**config.mk**
```make
export PLATFORM = sky130hd
export DESIGN_NAME = spi_irq_flags_data_port
export DESIGN_NICKNAME = d
export VERILOG_FILES = /design/src/hdl/spi_irq_pkg.sv /design/src/hdl/spi_irq_flags_data_port.sv
export SDC_FILE = /design/constraint.sdc
export NUM_CORES = 1
export LEC_CHECK = 0
export ABC_AREA = 0
export BUFFER_PORTS_ARGS = -buffer_cell sky130_fd_sc_hd__buf_2
export CORE_MARGIN = 2
export CORE_UTILIZATION = 35
export CTS_BUF_LIST = sky130_fd_sc_hd__clkbuf_16
export CTS_CLUSTER_DIAMETER = 100
export DETAILED_ROUTE_END_ITERATION = 10
export GPL_TIMING_DRIVEN = 0
export HOLD_SLACK_MARGIN = 0.15
export PLACE_DENSITY = 0.64
export SLEW_MARGIN = 25
export SYNTH_ARGS = -nofsm -noshare
export SYNTH_HDL_FRONTEND = slang
export SYNTH_SLANG_ARGS = --single-unit
```
**constraint.sdc**
```tcl
create_clock -name clk_i -period 3.7 [get_ports clk_i]
set_clock_uncertainty 0.2 [all_clocks]
set_input_delay 0.185 -clock clk_i [delete_from_list [all_inputs] [get_ports clk_i]]
set_output_delay 0.185 -clock clk_i [all_outputs]
set_load 0.005 [all_outputs]
```
**src/hdl/spi_irq_pkg.sv**
```systemverilog
// Shared constants and types for the serial port flag and data block
package spi_irq_pkg;
	localparam int unsigned CLK_PERIOD_PS = 5000;
	localparam int unsigned SCK_HALF_NS = 80;
	localparam int unsigned SCK_HALF_CYC = (SCK_HALF_NS * 1000) / CLK_PERIOD_PS;
	localparam logic [4:0] SCK_HALF_LAST = 5'(SCK_HALF_CYC - 1);
	localparam logic [2:0] IRQ_EN_IDX = 3'h2;
	localparam logic [2:0] FLAGS_IDX = 3'h3;
	localparam logic [2:0] DATA_IDX = 3'h4;
	localparam logic [2:0] CONFIG_IDX = 3'h5;
	localparam logic [7:0] REG_RESET = 8'h00;
	localparam logic [7:0] IRQ_EN_MASK_BUF = 8'hF1;
	localparam logic [7:0] IRQ_EN_MASK_NORM = 8'h01;
	localparam int unsigned RX_DONE_BIT = 7;
	localparam int unsigned TX_DONE_BIT = 6;
	localparam int unsigned TX_EMPTY_BIT = 5;
	localparam int unsigned SEL_TRIG_BIT = 4;
	localparam int unsigned OVF_BIT = 0;
	localparam int unsigned GEN_IE_BIT = 0;
	localparam int unsigned XFER_DONE_BIT = 7;
	localparam int unsigned WCOL_BIT = 6;
	localparam int unsigned CFG_ENABLE_BIT = 0;
	localparam int unsigned CFG_HOST_BIT = 1;
	localparam int unsigned CFG_SEL_DIS_BIT = 2;
	localparam int unsigned CFG_BUF_BIT = 7;
	localparam logic [3:0] BYTE_BITS = 4'h8;
	localparam logic [3:0] LAST_BIT = 4'h7;

	typedef enum logic [2:0]
	{
		ST_IDLE = 3'b001,
		ST_LOW = 3'b010,
		ST_HIGH = 3'b100
	} host_state_t;

	typedef struct packed
	{
		logic rx_done;
		logic tx_done;
		logic tx_empty;
		logic sel_trig;
		logic ovf;
	} buf_flags_t;

	typedef struct packed
	{
		logic xfer_done;
		logic wcol;
	} norm_flags_t;
endpackage

```
**src/hdl/spi_irq_flags_data_port.sv**
```systemverilog
// Serial port interrupt enables, flags and data port behind a Wishbone slave
`timescale 1ns/1ps

module sync2
(
	input wire logic clk_i,
	input wire logic rst_i,
	input wire logic d_i,
	output logic q_o
);
	logic meta_q;

	// First stage feeds only the second
	always_ff @(posedge clk_i)
	begin
		if (rst_i)
		begin
			meta_q <= 1'b0;
			q_o <= 1'b0;
		end
		else
		begin
			meta_q <= d_i;
			q_o <= meta_q;
		end
	end
endmodule

////////////////////////////////////////////////////////////////////////////////
// Function
// - Receive-done enable gates irq in buffered mode
// - Transmit-done enable gates irq in buffered mode
// - Transmit-empty enable gates irq in buffered mode
// - Select-trigger enable gates irq in buffered mode
// - General enable gates transfer-done irq otherwise
// - Transfer-done set after each full byte
// - Host select pin low sets transfer-done
// - Transfer-done clears by vector or read sequence
// - Write during shift sets collision flag
// - Receive-done set per stored byte, write one or emptying read clears
// - Transmit-done set when shifter and buffer empty
// - Transmit-empty set as buffer empties, data write clears
// - Select pulled low in host sets trigger
// - Third byte with full buffer sets overflow
// - Without transmit data, overflow waits transfer start
// - Overflow clears by data read or one
// - Host write starts transfer, client write loads
// - Normal mode data port writes the shifter, reads the single receive register
// - Buffered data port uses transmit/receive buffers
// - Buffer enable gives two receive, one transmit
// - Irq holds while enabled flag stays set
module spi_irq_flags_data_port
(
	input wire logic clk_i,
	input wire logic rst_i,
	input wire logic cyc_i,
	input wire logic stb_i,
	input wire logic we_i,
	input wire logic [7:0] adr_i,
	input wire logic [3:0] sel_i,
	input wire logic [31:0] dat_i,
	output logic [31:0] dat_o,
	output logic ack_o,
	output logic irq_o,
	input wire logic irq_ack_i,
	input wire logic sck_i,
	output logic sck_o,
	output logic sck_oe_n_o,
	input wire logic mosi_i,
	output logic mosi_o,
	output logic mosi_oe_n_o,
	input wire logic miso_i,
	output logic miso_o,
	output logic miso_oe_n_o,
	input wire logic ss_n_i
);
	import spi_irq_pkg::*;

	logic [7:0] irq_en_q;
	logic enable_q, host_q, sel_dis_q, buf_en_q;
	buf_flags_t bf_q;
	norm_flags_t nf_q;
	logic arm_done_q, arm_wcol_q, ovf_pend_q;
	logic [7:0] tx_sh_q, rx_sh_q, rx_data_q, tx_buf_q, rx_buf_q, rx_hold_q;
	logic tx_valid_q, rx_buf_v_q, rx_hold_v_q, client_loaded_q;
	host_state_t st_q;
	logic [4:0] div_q;
	logic [3:0] bits_q;
	logic sck_s, mosi_s, miso_s, ss_n_s, sck_p_q, ss_n_p_q;

	////////////////////////////////////////////////////////////////////////////////
	// Pin synchronisers; the link clock is sampled like data
	sync2 u_sync_sck (.clk_i(clk_i), .rst_i(rst_i), .d_i(sck_i), .q_o(sck_s));
	sync2 u_sync_mosi (.clk_i(clk_i), .rst_i(rst_i), .d_i(mosi_i), .q_o(mosi_s));
	sync2 u_sync_miso (.clk_i(clk_i), .rst_i(rst_i), .d_i(miso_i), .q_o(miso_s));
	sync2 u_sync_ss (.clk_i(clk_i), .rst_i(rst_i), .d_i(ss_n_i), .q_o(ss_n_s));

	always_ff @(posedge clk_i)
	begin
		if (rst_i)
		begin
			sck_p_q <= 1'b0;
			ss_n_p_q <= 1'b1;
		end
		else
		begin
			sck_p_q <= sck_s;
			ss_n_p_q <= ss_n_s;
		end
	end

	////////////////////////////////////////////////////////////////////////////////
	// Bus decode; effects happen on the edge that raises ack
	logic wb_hit, wr_lane, rd_acc, mapped;
	logic [2:0] idx;
	logic data_wr, data_rd, data_acc, flags_rd, flags_wr, buffered;
	logic host_mode, client_mode, host_idle, busy, ss_trig;
	logic sck_rise, sck_fall, client_sel, host_start, client_first, xfer_start;
	logic byte_done;
	logic [7:0] rx_byte;
	logic pop_tx, buf_v_after, hold_v_after, ovf_now;

	assign wb_hit = cyc_i & stb_i & ~ack_o;
	assign idx = adr_i[4:2];
	assign mapped = (adr_i[7:5] == 3'h0) && (adr_i[1:0] == 2'h0);
	assign wr_lane = wb_hit & we_i & sel_i[0] & mapped;
	assign rd_acc = wb_hit & ~we_i & mapped;
	assign data_wr = wr_lane && (idx == DATA_IDX);
	assign data_rd = rd_acc && (idx == DATA_IDX);
	assign data_acc = data_wr | data_rd;
	assign flags_rd = rd_acc && (idx == FLAGS_IDX);
	assign flags_wr = wr_lane && (idx == FLAGS_IDX);
	assign buffered = buf_en_q;

	assign host_mode = enable_q & host_q;
	assign client_mode = enable_q & ~host_q;
	assign host_idle = (st_q == ST_IDLE);
	assign busy = host_mode ? ~host_idle : (client_mode & (bits_q != 4'h0));
	// Select pin low while host drops host role
	assign ss_trig = host_mode & ~sel_dis_q & ~ss_n_s;

	assign sck_rise = sck_s & ~sck_p_q;
	assign sck_fall = ~sck_s & sck_p_q;
	assign client_sel = client_mode & ~ss_n_s;
	assign client_first = client_sel & sck_rise & (bits_q == 4'h0);
	// Buffered host starts from the buffer, normal host from the write
	assign host_start = host_mode & host_idle & ~ss_trig
		& (buffered ? tx_valid_q : data_wr);
	assign xfer_start = host_start | client_first;
	// Client pulls the next byte only between bytes
	assign pop_tx = buffered & tx_valid_q
		& (host_start | (client_mode & (bits_q == 4'h0) & ~client_loaded_q));

	// Byte ends on the host's last falling edge or the client's eighth rise
	assign byte_done = host_mode
		? ((st_q == ST_HIGH) && (div_q == SCK_HALF_LAST) && (bits_q == BYTE_BITS))
		: (client_sel & sck_rise & (bits_q == LAST_BIT));
	assign rx_byte = host_mode ? rx_sh_q : {rx_sh_q[6:0], mosi_s};

	assign buf_v_after = (buffered & data_rd) ? rx_hold_v_q : rx_buf_v_q;
	assign hold_v_after = (buffered & data_rd) ? 1'b0 : rx_hold_v_q;
	assign ovf_now = buffered & byte_done & buf_v_after & hold_v_after;

	////////////////////////////////////////////////////////////////////////////////
	// Configuration and enable registers
	always_ff @(posedge clk_i)
	begin
		if (rst_i)
		begin
			irq_en_q <= REG_RESET;
			enable_q <= 1'b0;
			host_q <= 1'b0;
			sel_dis_q <= 1'b0;
			buf_en_q <= 1'b0;
		end
		else
		begin
			if (wr_lane && (idx == IRQ_EN_IDX))
				irq_en_q <= dat_i[7:0] & IRQ_EN_MASK_BUF;
			if (wr_lane && (idx == CONFIG_IDX))
			begin
				enable_q <= dat_i[CFG_ENABLE_BIT];
				host_q <= dat_i[CFG_HOST_BIT];
				sel_dis_q <= dat_i[CFG_SEL_DIS_BIT];
				buf_en_q <= dat_i[CFG_BUF_BIT];
			end
			if (ss_trig)
				host_q <= 1'b0;
		end
	end

	////////////////////////////////////////////////////////////////////////////////
	// Shift engine; host makes the clock, client follows the sampled one
	always_ff @(posedge clk_i)
	begin
		if (rst_i)
		begin
			st_q <= ST_IDLE;
			div_q <= 5'h00;
			bits_q <= 4'h0;
			tx_sh_q <= REG_RESET;
			rx_sh_q <= REG_RESET;
			client_loaded_q <= 1'b0;
		end
		else if (ss_trig || !enable_q)
		begin
			st_q <= ST_IDLE;
			bits_q <= 4'h0;
			client_loaded_q <= 1'b0;
		end
		else if (host_mode)
		begin
			if (host_start)
			begin
				tx_sh_q <= buffered ? tx_buf_q : dat_i[7:0];
				st_q <= ST_LOW;
				div_q <= 5'h00;
				bits_q <= 4'h0;
			end
			else if (!host_idle)
			begin
				div_q <= (div_q == SCK_HALF_LAST) ? 5'h00 : div_q + 5'h01;
				if (div_q == SCK_HALF_LAST)
				begin
					if (st_q == ST_LOW)
					begin
						st_q <= ST_HIGH;
						rx_sh_q <= {rx_sh_q[6:0], miso_s};
						bits_q <= bits_q + 4'h1;
					end
					else if (bits_q == BYTE_BITS)
					begin
						st_q <= ST_IDLE;
						bits_q <= 4'h0;
					end
					else
					begin
						st_q <= ST_LOW;
						tx_sh_q <= {tx_sh_q[6:0], 1'b0};
					end
				end
			end
		end
		else
		begin
			if (ss_n_s)
				bits_q <= 4'h0;
			else if (sck_rise)
			begin
				rx_sh_q <= {rx_sh_q[6:0], mosi_s};
				bits_q <= (bits_q == LAST_BIT) ? 4'h0 : bits_q + 4'h1;
				client_loaded_q <= 1'b0;
			end
			else if (sck_fall && bits_q != 4'h0)
				tx_sh_q <= {tx_sh_q[6:0], 1'b0};
			if (pop_tx)
			begin
				tx_sh_q <= tx_buf_q;
				client_loaded_q <= 1'b1;
			end
			else if (!buffered && data_wr && !busy)
				tx_sh_q <= dat_i[7:0];
		end
	end

	////////////////////////////////////////////////////////////////////////////////
	// Transmit buffer, one stage
	always_ff @(posedge clk_i)
	begin
		if (rst_i)
		begin
			tx_buf_q <= REG_RESET;
			tx_valid_q <= 1'b0;
		end
		else
		begin
			if (pop_tx)
				tx_valid_q <= 1'b0;
			if (buffered && data_wr)
			begin
				tx_buf_q <= dat_i[7:0];
				tx_valid_q <= 1'b1;
			end
		end
	end

	////////////////////////////////////////////////////////////////////////////////
	// Receive path: single register, or two buffered stages
	always_ff @(posedge clk_i)
	begin
		if (rst_i)
		begin
			rx_data_q <= REG_RESET;
			rx_buf_q <= REG_RESET;
			rx_hold_q <= REG_RESET;
			rx_buf_v_q <= 1'b0;
			rx_hold_v_q <= 1'b0;
		end
		else if (!buffered)
		begin
			if (byte_done)
				rx_data_q <= rx_byte;
		end
		else
		begin
			// Reading moves the held byte forward
			if (data_rd)
			begin
				rx_buf_q <= rx_hold_q;
				rx_buf_v_q <= rx_hold_v_q;
				rx_hold_v_q <= 1'b0;
			end
			if (byte_done && !buf_v_after)
			begin
				rx_buf_q <= rx_byte;
				rx_buf_v_q <= 1'b1;
			end
			else if (byte_done && !hold_v_after)
			begin
				rx_hold_q <= rx_byte;
				rx_hold_v_q <= 1'b1;
			end
		end
	end

	////////////////////////////////////////////////////////////////////////////////
	// Normal mode flags; each set is applied after its clear so it wins
	always_ff @(posedge clk_i)
	begin
		if (rst_i)
		begin
			nf_q <= '0;
			arm_done_q <= 1'b0;
			arm_wcol_q <= 1'b0;
		end
		else
		begin
			if (flags_rd && !buffered)
			begin
				arm_done_q <= nf_q.xfer_done;
				arm_wcol_q <= nf_q.wcol;
			end
			if (data_acc)
			begin
				arm_done_q <= 1'b0;
				arm_wcol_q <= 1'b0;
				if (arm_done_q)
					nf_q.xfer_done <= 1'b0;
				if (arm_wcol_q)
					nf_q.wcol <= 1'b0;
			end
			if (irq_ack_i)
				nf_q.xfer_done <= 1'b0;
			if (!buffered && (byte_done || ss_trig))
				nf_q.xfer_done <= 1'b1;
			if (!buffered && data_wr && busy)
				nf_q.wcol <= 1'b1;
		end
	end

	////////////////////////////////////////////////////////////////////////////////
	// Buffered mode flags; write one clears all but transmit-empty, hardware set wins
	always_ff @(posedge clk_i)
	begin
		if (rst_i)
		begin
			bf_q <= '0;
			ovf_pend_q <= 1'b0;
		end
		else
		begin
			if (flags_wr)
			begin
				if (dat_i[RX_DONE_BIT])
					bf_q.rx_done <= 1'b0;
				if (dat_i[TX_DONE_BIT])
					bf_q.tx_done <= 1'b0;
				if (dat_i[SEL_TRIG_BIT])
					bf_q.sel_trig <= 1'b0;
				if (dat_i[OVF_BIT])
					bf_q.ovf <= 1'b0;
			end
			if (buffered && data_rd)
			begin
				bf_q.rx_done <= rx_hold_v_q;
				bf_q.ovf <= 1'b0;
			end
			if (buffered && byte_done && !(buf_v_after && hold_v_after))
				bf_q.rx_done <= 1'b1;
			if (buffered && byte_done && !tx_valid_q)
				bf_q.tx_done <= 1'b1;
			if (buffered && data_wr)
				bf_q.tx_empty <= 1'b0;
			else if (pop_tx)
				bf_q.tx_empty <= 1'b1;
			if (buffered && ss_trig)
				bf_q.sel_trig <= 1'b1;
			// Loss with nothing to send is reported at the next start
			if (ovf_now && !tx_valid_q)
				ovf_pend_q <= 1'b1;
			else if (xfer_start)
				ovf_pend_q <= 1'b0;
			if ((ovf_now && tx_valid_q) || (xfer_start && ovf_pend_q))
				bf_q.ovf <= 1'b1;
		end
	end

	////////////////////////////////////////////////////////////////////////////////
	// Interrupt request is a level; it holds until software clears the enabled flag or, in normal mode, the vector acknowledge clears it
	always_ff @(posedge clk_i)
	begin
		if (rst_i)
			irq_o <= 1'b0;
		else if (buffered)
			irq_o <= (irq_en_q[RX_DONE_BIT] & bf_q.rx_done)
				| (irq_en_q[TX_DONE_BIT] & bf_q.tx_done)
				| (irq_en_q[TX_EMPTY_BIT] & bf_q.tx_empty)
				| (irq_en_q[SEL_TRIG_BIT] & bf_q.sel_trig);
		else
			irq_o <= irq_en_q[GEN_IE_BIT] & nf_q.xfer_done;
	end

	////////////////////////////////////////////////////////////////////////////////
	// Bus answer; one wait state, unmapped reads return zero
	always_ff @(posedge clk_i)
	begin
		if (rst_i)
		begin
			ack_o <= 1'b0;
			dat_o <= 32'h0000_0000;
		end
		else
		begin
			ack_o <= wb_hit;
			dat_o <= 32'h0000_0000;
			if (rd_acc)
			begin
				unique case (idx)
					IRQ_EN_IDX:
						dat_o[7:0] <= irq_en_q
							& (buffered ? IRQ_EN_MASK_BUF : IRQ_EN_MASK_NORM);
					FLAGS_IDX:
						dat_o[7:0] <= buffered
							? {bf_q.rx_done, bf_q.tx_done, bf_q.tx_empty, bf_q.sel_trig, 3'h0, bf_q.ovf}
							: {nf_q.xfer_done, nf_q.wcol, 6'h00};
					DATA_IDX:
						dat_o[7:0] <= buffered ? rx_buf_q : rx_data_q;
					CONFIG_IDX:
						dat_o[7:0] <= {buf_en_q, 4'h0, sel_dis_q, host_q, enable_q};
					default:
						dat_o <= 32'h0000_0000;
				endcase
			end
		end
	end

	////////////////////////////////////////////////////////////////////////////////
	// Pin drivers; enables are low while driving
	always_ff @(posedge clk_i)
	begin
		if (rst_i)
		begin
			sck_o <= 1'b0;
			sck_oe_n_o <= 1'b1;
			mosi_o <= 1'b0;
			mosi_oe_n_o <= 1'b1;
			miso_o <= 1'b0;
			miso_oe_n_o <= 1'b1;
		end
		else
		begin
			sck_o <= host_mode & (st_q == ST_HIGH);
			sck_oe_n_o <= ~host_mode;
			mosi_o <= tx_sh_q[7];
			mosi_oe_n_o <= ~host_mode;
			miso_o <= tx_sh_q[7];
			miso_oe_n_o <= ~client_sel;
		end
	end
endmodule

```
# Yosys cells after proc, flatten, opt, wreduce, memory -nomap -nowiden
# Index checks and enable logic that the tools add are counted.
# word_totals
reg_bits	130
out_inout_bits	40
# op_classes
add_sub_neg	2
n_eq_ne	24
muxes	79
bitwise	58
n_reduce_logical	81
# ops
cell	n
$mux 8	25
$mux 4	9
$and 1x1->1	35
$mux 1	33
$pmux 8 s4	1
$logic_and 1x1->1	27
$reduce_bool 2->1	12
$reduce_bool 3->1	7
$not 1->1	16
$reduce_and 2->1	8
$mux 5	3
$mux 3	4
$reduce_and 3->1	4
$reduce_or 2->1	5
$eq 3x2->1 const B	3
$eq 3x3->1 const B	3
$and 8x8->8	1
$mux 2	4
$ne 2x2->1 const B	4
$reduce_and 8->1	1
$reduce_bool 4->1	2
$logic_not 1->1	7
$reduce_and 7->1	1
$ne 2x1->1 const B	3
18 further kinds	26

# Logic depth before layout (Yosys ltp)
# logic_depth
word_depth	13
ltp_mapped	10

# By module
# From an unflattened synthesis, not the netlist that was laid out.
# hier_totals
cells_unflattened	622
area_unflattened_um2	5342.6
# by_module_without_submodules
module	n_inst	cells_per_inst	area_each_um2	seq_area_each_um2
spi_irq_flags_data_port	1	606	5132.4	1961.9
sync2	4	4	52.6	40.0

# Worst setup path before layout
# OpenSTA, ideal clock, no wires.
# synth_timing
kind	flip-flop to flip-flop
from	reg ack_o
to	reg bits_q[3]
setup_time_ns	0.074
arrival_time_ns	2.497
setup_slack_ns	0.930
stages_incl_launch_ff	7
cell_sequence	dfxtp_1 > or4b_1 > or4_1 > a21o_1 > a32o_1 > or4_1 > a21oi_1
# synth_via
elab_chain_cells	10
word_cells_on_any_way	14
cone_classes	3 x eq/ne; 3 x mux; 6 x bitwise; 2 x reduce/logical
# synth_rtl
element	line	text
start: declaration	spi_irq_flags_data_port.sv:63	output logic ack_o,
start signal: assignment	spi_irq_flags_data_port.sv:434	ack_o <= wb_hit;
$not 1->1 (*)	spi_irq_flags_data_port.sv:123	assign wb_hit = cyc_i & stb_i & ~ack_o;
$and 1x1->1 (*)	spi_irq_flags_data_port.sv:123	
$and 1x1->1 (*) (3 in a row)	spi_irq_flags_data_port.sv:126	assign wr_lane = wb_hit & we_i & sel_i[0] & mapped;
$logic_and 1x1->1 (*)	spi_irq_flags_data_port.sv:128	assign data_wr = wr_lane && (idx == DATA_IDX);
$mux 1 (*)	spi_irq_flags_data_port.sv:148	& (buffered ? tx_valid_q : data_wr);
$and 1x1->1 (*)	spi_irq_flags_data_port.sv:148	
$ne 4x1->1 (no source line), or another cell as far along	--	
$reduce_and 4->1 (no source line) or $mux 4 (tied branches)	--	
end signal: assignment	spi_irq_flags_data_port.sv:229	bits_q <= bits_q + 4'h1;
end signal: assignment	spi_irq_flags_data_port.sv:251	bits_q <= (bits_q == LAST_BIT) ? 4'h0 : bits_q + 4'h1;
end: declaration	spi_irq_flags_data_port.sv:88	logic [3:0] bits_q;
# Mark *: on every way between the ends. The rest lies on a longest branch, timed or not.
# A chain may end at the register's enable or synchronous reset.

# Worst setup path after layout
# layout_timing
from	reg enable_q
to	reg rx_buf_q[7]
# layout_via
elab_chain_cells	8
word_cells_on_any_way	11
cone_classes	3 x mux; 5 x bitwise; 3 x reduce/logical
# layout_rtl
element	line	text
start: declaration	spi_irq_flags_data_port.sv:80	logic enable_q, host_q, sel_dis_q, buf_en_q;
start signal: assignment	spi_irq_flags_data_port.sv:182	enable_q <= dat_i[CFG_ENABLE_BIT];
$and 1x1->1	spi_irq_flags_data_port.sv:136	assign client_mode = enable_q & ~host_q;
$and 1x1->1	spi_irq_flags_data_port.sv:144	assign client_sel = client_mode & ~ss_n_s;
$and 1x1->1 (2 in a row)	spi_irq_flags_data_port.sv:157	: (client_sel & sck_rise & (bits_q == LAST_BIT));
$mux 1	spi_irq_flags_data_port.sv:156	? ((st_q == ST_HIGH) && (div_q == SCK_HALF_LAST) && (bits_q == BYTE_BITS))
$logic_and 1x1->1	spi_irq_flags_data_port.sv:313	if (byte_done && !buf_v_after)
$reduce_bool 2->1 (no source line)	--	
$reduce_and 2->1 (no source line)	--	
end signal: assignment	spi_irq_flags_data_port.sv:309	rx_buf_q <= rx_hold_q;
end signal: assignment	spi_irq_flags_data_port.sv:315	rx_buf_q <= rx_byte;
end: declaration	spi_irq_flags_data_port.sv:84	logic [7:0] tx_sh_q, rx_sh_q, rx_data_q, tx_buf_q, rx_buf_q, rx_hold_q;
# Several ways; a longest one is shown, not always the timed one.

==> results.ini <==
[power]
seq_power_share = 0.535
power_per_cell_area_mw_per_mm2 = 348.2
intPower_mw = 1.649
power_leakage_nw = 2.119
p_sw_frac = 0.2314
ir_drop_mv = 0.2110
comb_power_share = 0.057
pwr-share-clk = 0.408
p_switching_mw = 0.4965

[timing]
rsz0062_at_grt = no
setup_tns_ps = 0
timing.final.crit_period_ps = 3335
fin_crit_sh = 0.9013
clock.fmax_mhz = 299.9
setup-violations-final = 0
tightest_slew_ps = 1056
drv_slew = 0
slew_headroom = 0.2962
hold_viol_final = 0

[critical_path]
required_ps = 3790
slowest_delay_ps = 570
crit_fanout = 10
path_buf_inv = 2
cp.arrival_ps = 3420
path_cells = clkbuf_1 -> nand2_1 -> nor4_1 -> o21ai_0 -> o21a_1 -> clkbuf_1 -> a211o_1 -> a21oi_1
cp_common_cell = clkbuf_1
crit_family = compound AO/OA/AOI/OAI gates
critPathKind = reg -> reg
cpMaxStageDelayCell = nor4_1
endpoint_kind = flop
cp-start-kind = flop

[layout]
drive_gt1_frac = 0.1427
multi_input_area_mm2 = 0.002768
syn_to_final_growth_pct = 19.39
fill_cells = 1457
fin_area_mm2 = 0.006162
seq_area_mm2 = 0.002122
antenna_cells = 0
nets = 767

[cts]
clock-sinks = 106
cts_hold_repair.buffers = 21
post_cts_buffers = 0
cts.clk_slew.worst_paths_ps = 70
clockBufferDepth = 2
clk-insertion-delay-late_ps = 350
root_buffer = clkbuf_16
cts_buffers = 9
cts_tree = built
ctsResizeCount = 0
htreeDepth = 3

[grt]
grt_max_degree = 17
grt_usage = 0.1784
grt_pass1_wl_um = 22560
antenna_found_initial = 0
overflow = 0
grt_pass1_vias = 4334

[yosys]
ys_seq_area_frac = 0.4112
synthTopCellsByArea = dfxtp_1, mux2i_1, nor2_1
syn_inst = 614
syn_area_mm2 = 0.005161
ys_async_sr_fraction = 0
syn_avg_cell_area_um2 = 8.406
ys_warn_count = 0
synth.ff_latch_count = 106
ys.flop_type = dfxtp_1
synth.distinct_cells = 65
ys_top_cells_by_count = dfxtp_1, nor2_1, nand2_1, a21oi_1, mux2i_1
synth_most_common_cell = dfxtp_1
synth_top_area_cell = dfxtp_1
synth_top_area_frac = 0.4112
synth_edf_count = 0

[placement]
post_dp_cell_area_mm2 = 0.005689
place_congestion = 0.8468
io_buffers = 41
dp_hpwl_um = 9852

[min_path]
hold_class = in -> reg

[routing]
wl_per_cell_um = 15.31
vias_per_cell = 5.148
ant_nets = 0
drt-pass1-iter-count = 5
vias = 4628
routed_wl_um = 13770
drc_errors = 0
initialDrtViolationCount = 379

[job]
drv_cap = 0

[die]
rows = 44
dieArea_mm2 = 0.01573
die_w_um = 125.4
start_util = 0.3565
core_mm2 = 0.01448
die_y_um = 125.4
pin_count = 94

[run_status]
status = completed

cell usage in the layout (no fill, tap or decap), types with 10 or more instances in the layout:
master,n
nand2_1,67
dfxtp_1,106
nand3_1,10
clkbuf_1,28
dlygate4sd3_1,21
o21ai_0,26
a21oi_1,51
a211o_1,10
mux2i_1,32
buf_4,27
nor3_1,10
nor2_1,70
buf_2,44
nor2b_1,19
conb_1,24
a211oi_1,25
stage by stage:
step	worst slack, ps	total power, mW	hold WS, ps	cells	utilization
final	365.1	2.146	231.5	899	0.4256
after global routing	16.70	2.231	265.9	899	0.4256
after CTS	387.2	2.163	219.1	899	0.4256
after detailed placement	407.2	1.277	204.6	862	0.3929
after global placement	434.7	1.277	208.1	862	0.3925
after floorplan	929.6	1.235	113.2	637	-
power groups by stage:
| stage | registers (mW) | logic (mW) | clock network, mW |
|---|---|---|---|
| after CTS | 1.15 | 0.121 | 0.895 |
| after global routing | 1.15 | 0.133 | 0.951 |
| after floorplan | 1.17 | 0.0626 | 0 |
| final | 1.15 | 0.122 | 0.876 |
| after global placement | 1.17 | 0.103 | 0 |
| after detailed placement | 1.17 | 0.103 | 0 |
final timing paths:
check	cells past startpoint	start	slack, ps	end
setup / recovery	8	enable_q	370	rx_buf_q[7]
hold / removal	7	adr_i[7]	230	sel_dis_q
setup reg to reg	8	enable_q	370	rx_buf_q[7]
hold reg to reg	1	u_sync_mosi.meta_q	240	u_sync_mosi.q_o
sequential cells by signal, indices dropped and copies added (netlist names), 2 cells and up:
name,count
bf_q,5
bits_q,4
dat_o,8
div_q,5
irq_en_q,5
nf_q,2
rx_buf_q,8
rx_data_q,8
rx_hold_q,8
rx_sh_q,8
st_q,3
tx_buf_q,8
tx_sh_q,8
worst min-delay path: stages:
cell	delay [ps]
buf_2	80
nor3_1	40
nand2_1	50
nor3_1	50
nand3_1	160
nand2_1	70
a21oi_1	110
cell type report:
class                      count  share of cell area
sequential                   106              0.3444
tap                          184             0.03736
clock buffer                   9             0.03655
multi-input combinational    462              0.4491
buffer                        61             0.05421
timing repair buffer          62             0.06741
clock inverter                 7            0.006091
inverter                       8            0.004873
cell families after synthesis:
family | after synthesis | synth area share
mux | 34 | 0.06691
other cells | 1 | 0.0007266
compound gates | 169 | 0.2194
simple gates | 230 | 0.2206
flops | 106 | 0.4112
buf+inv | 69 | 0.07054
fa+ha+maj | 3 | 0.007274
xor+xnor | 2 | 0.003395
metal layers:
metal | GRT usage | wire length [um] | up-vias
met2 | 0.2874 | 6262 | 140
li1 | - | - | 2357
met5 | 0 | 0 | -
met1 | 0.2418 | 6615 | 2114
met4 | 0.06928 | 265 | 0
met3 | 0.02525 | 624 | 17
(Power assumes the default switching activity.)
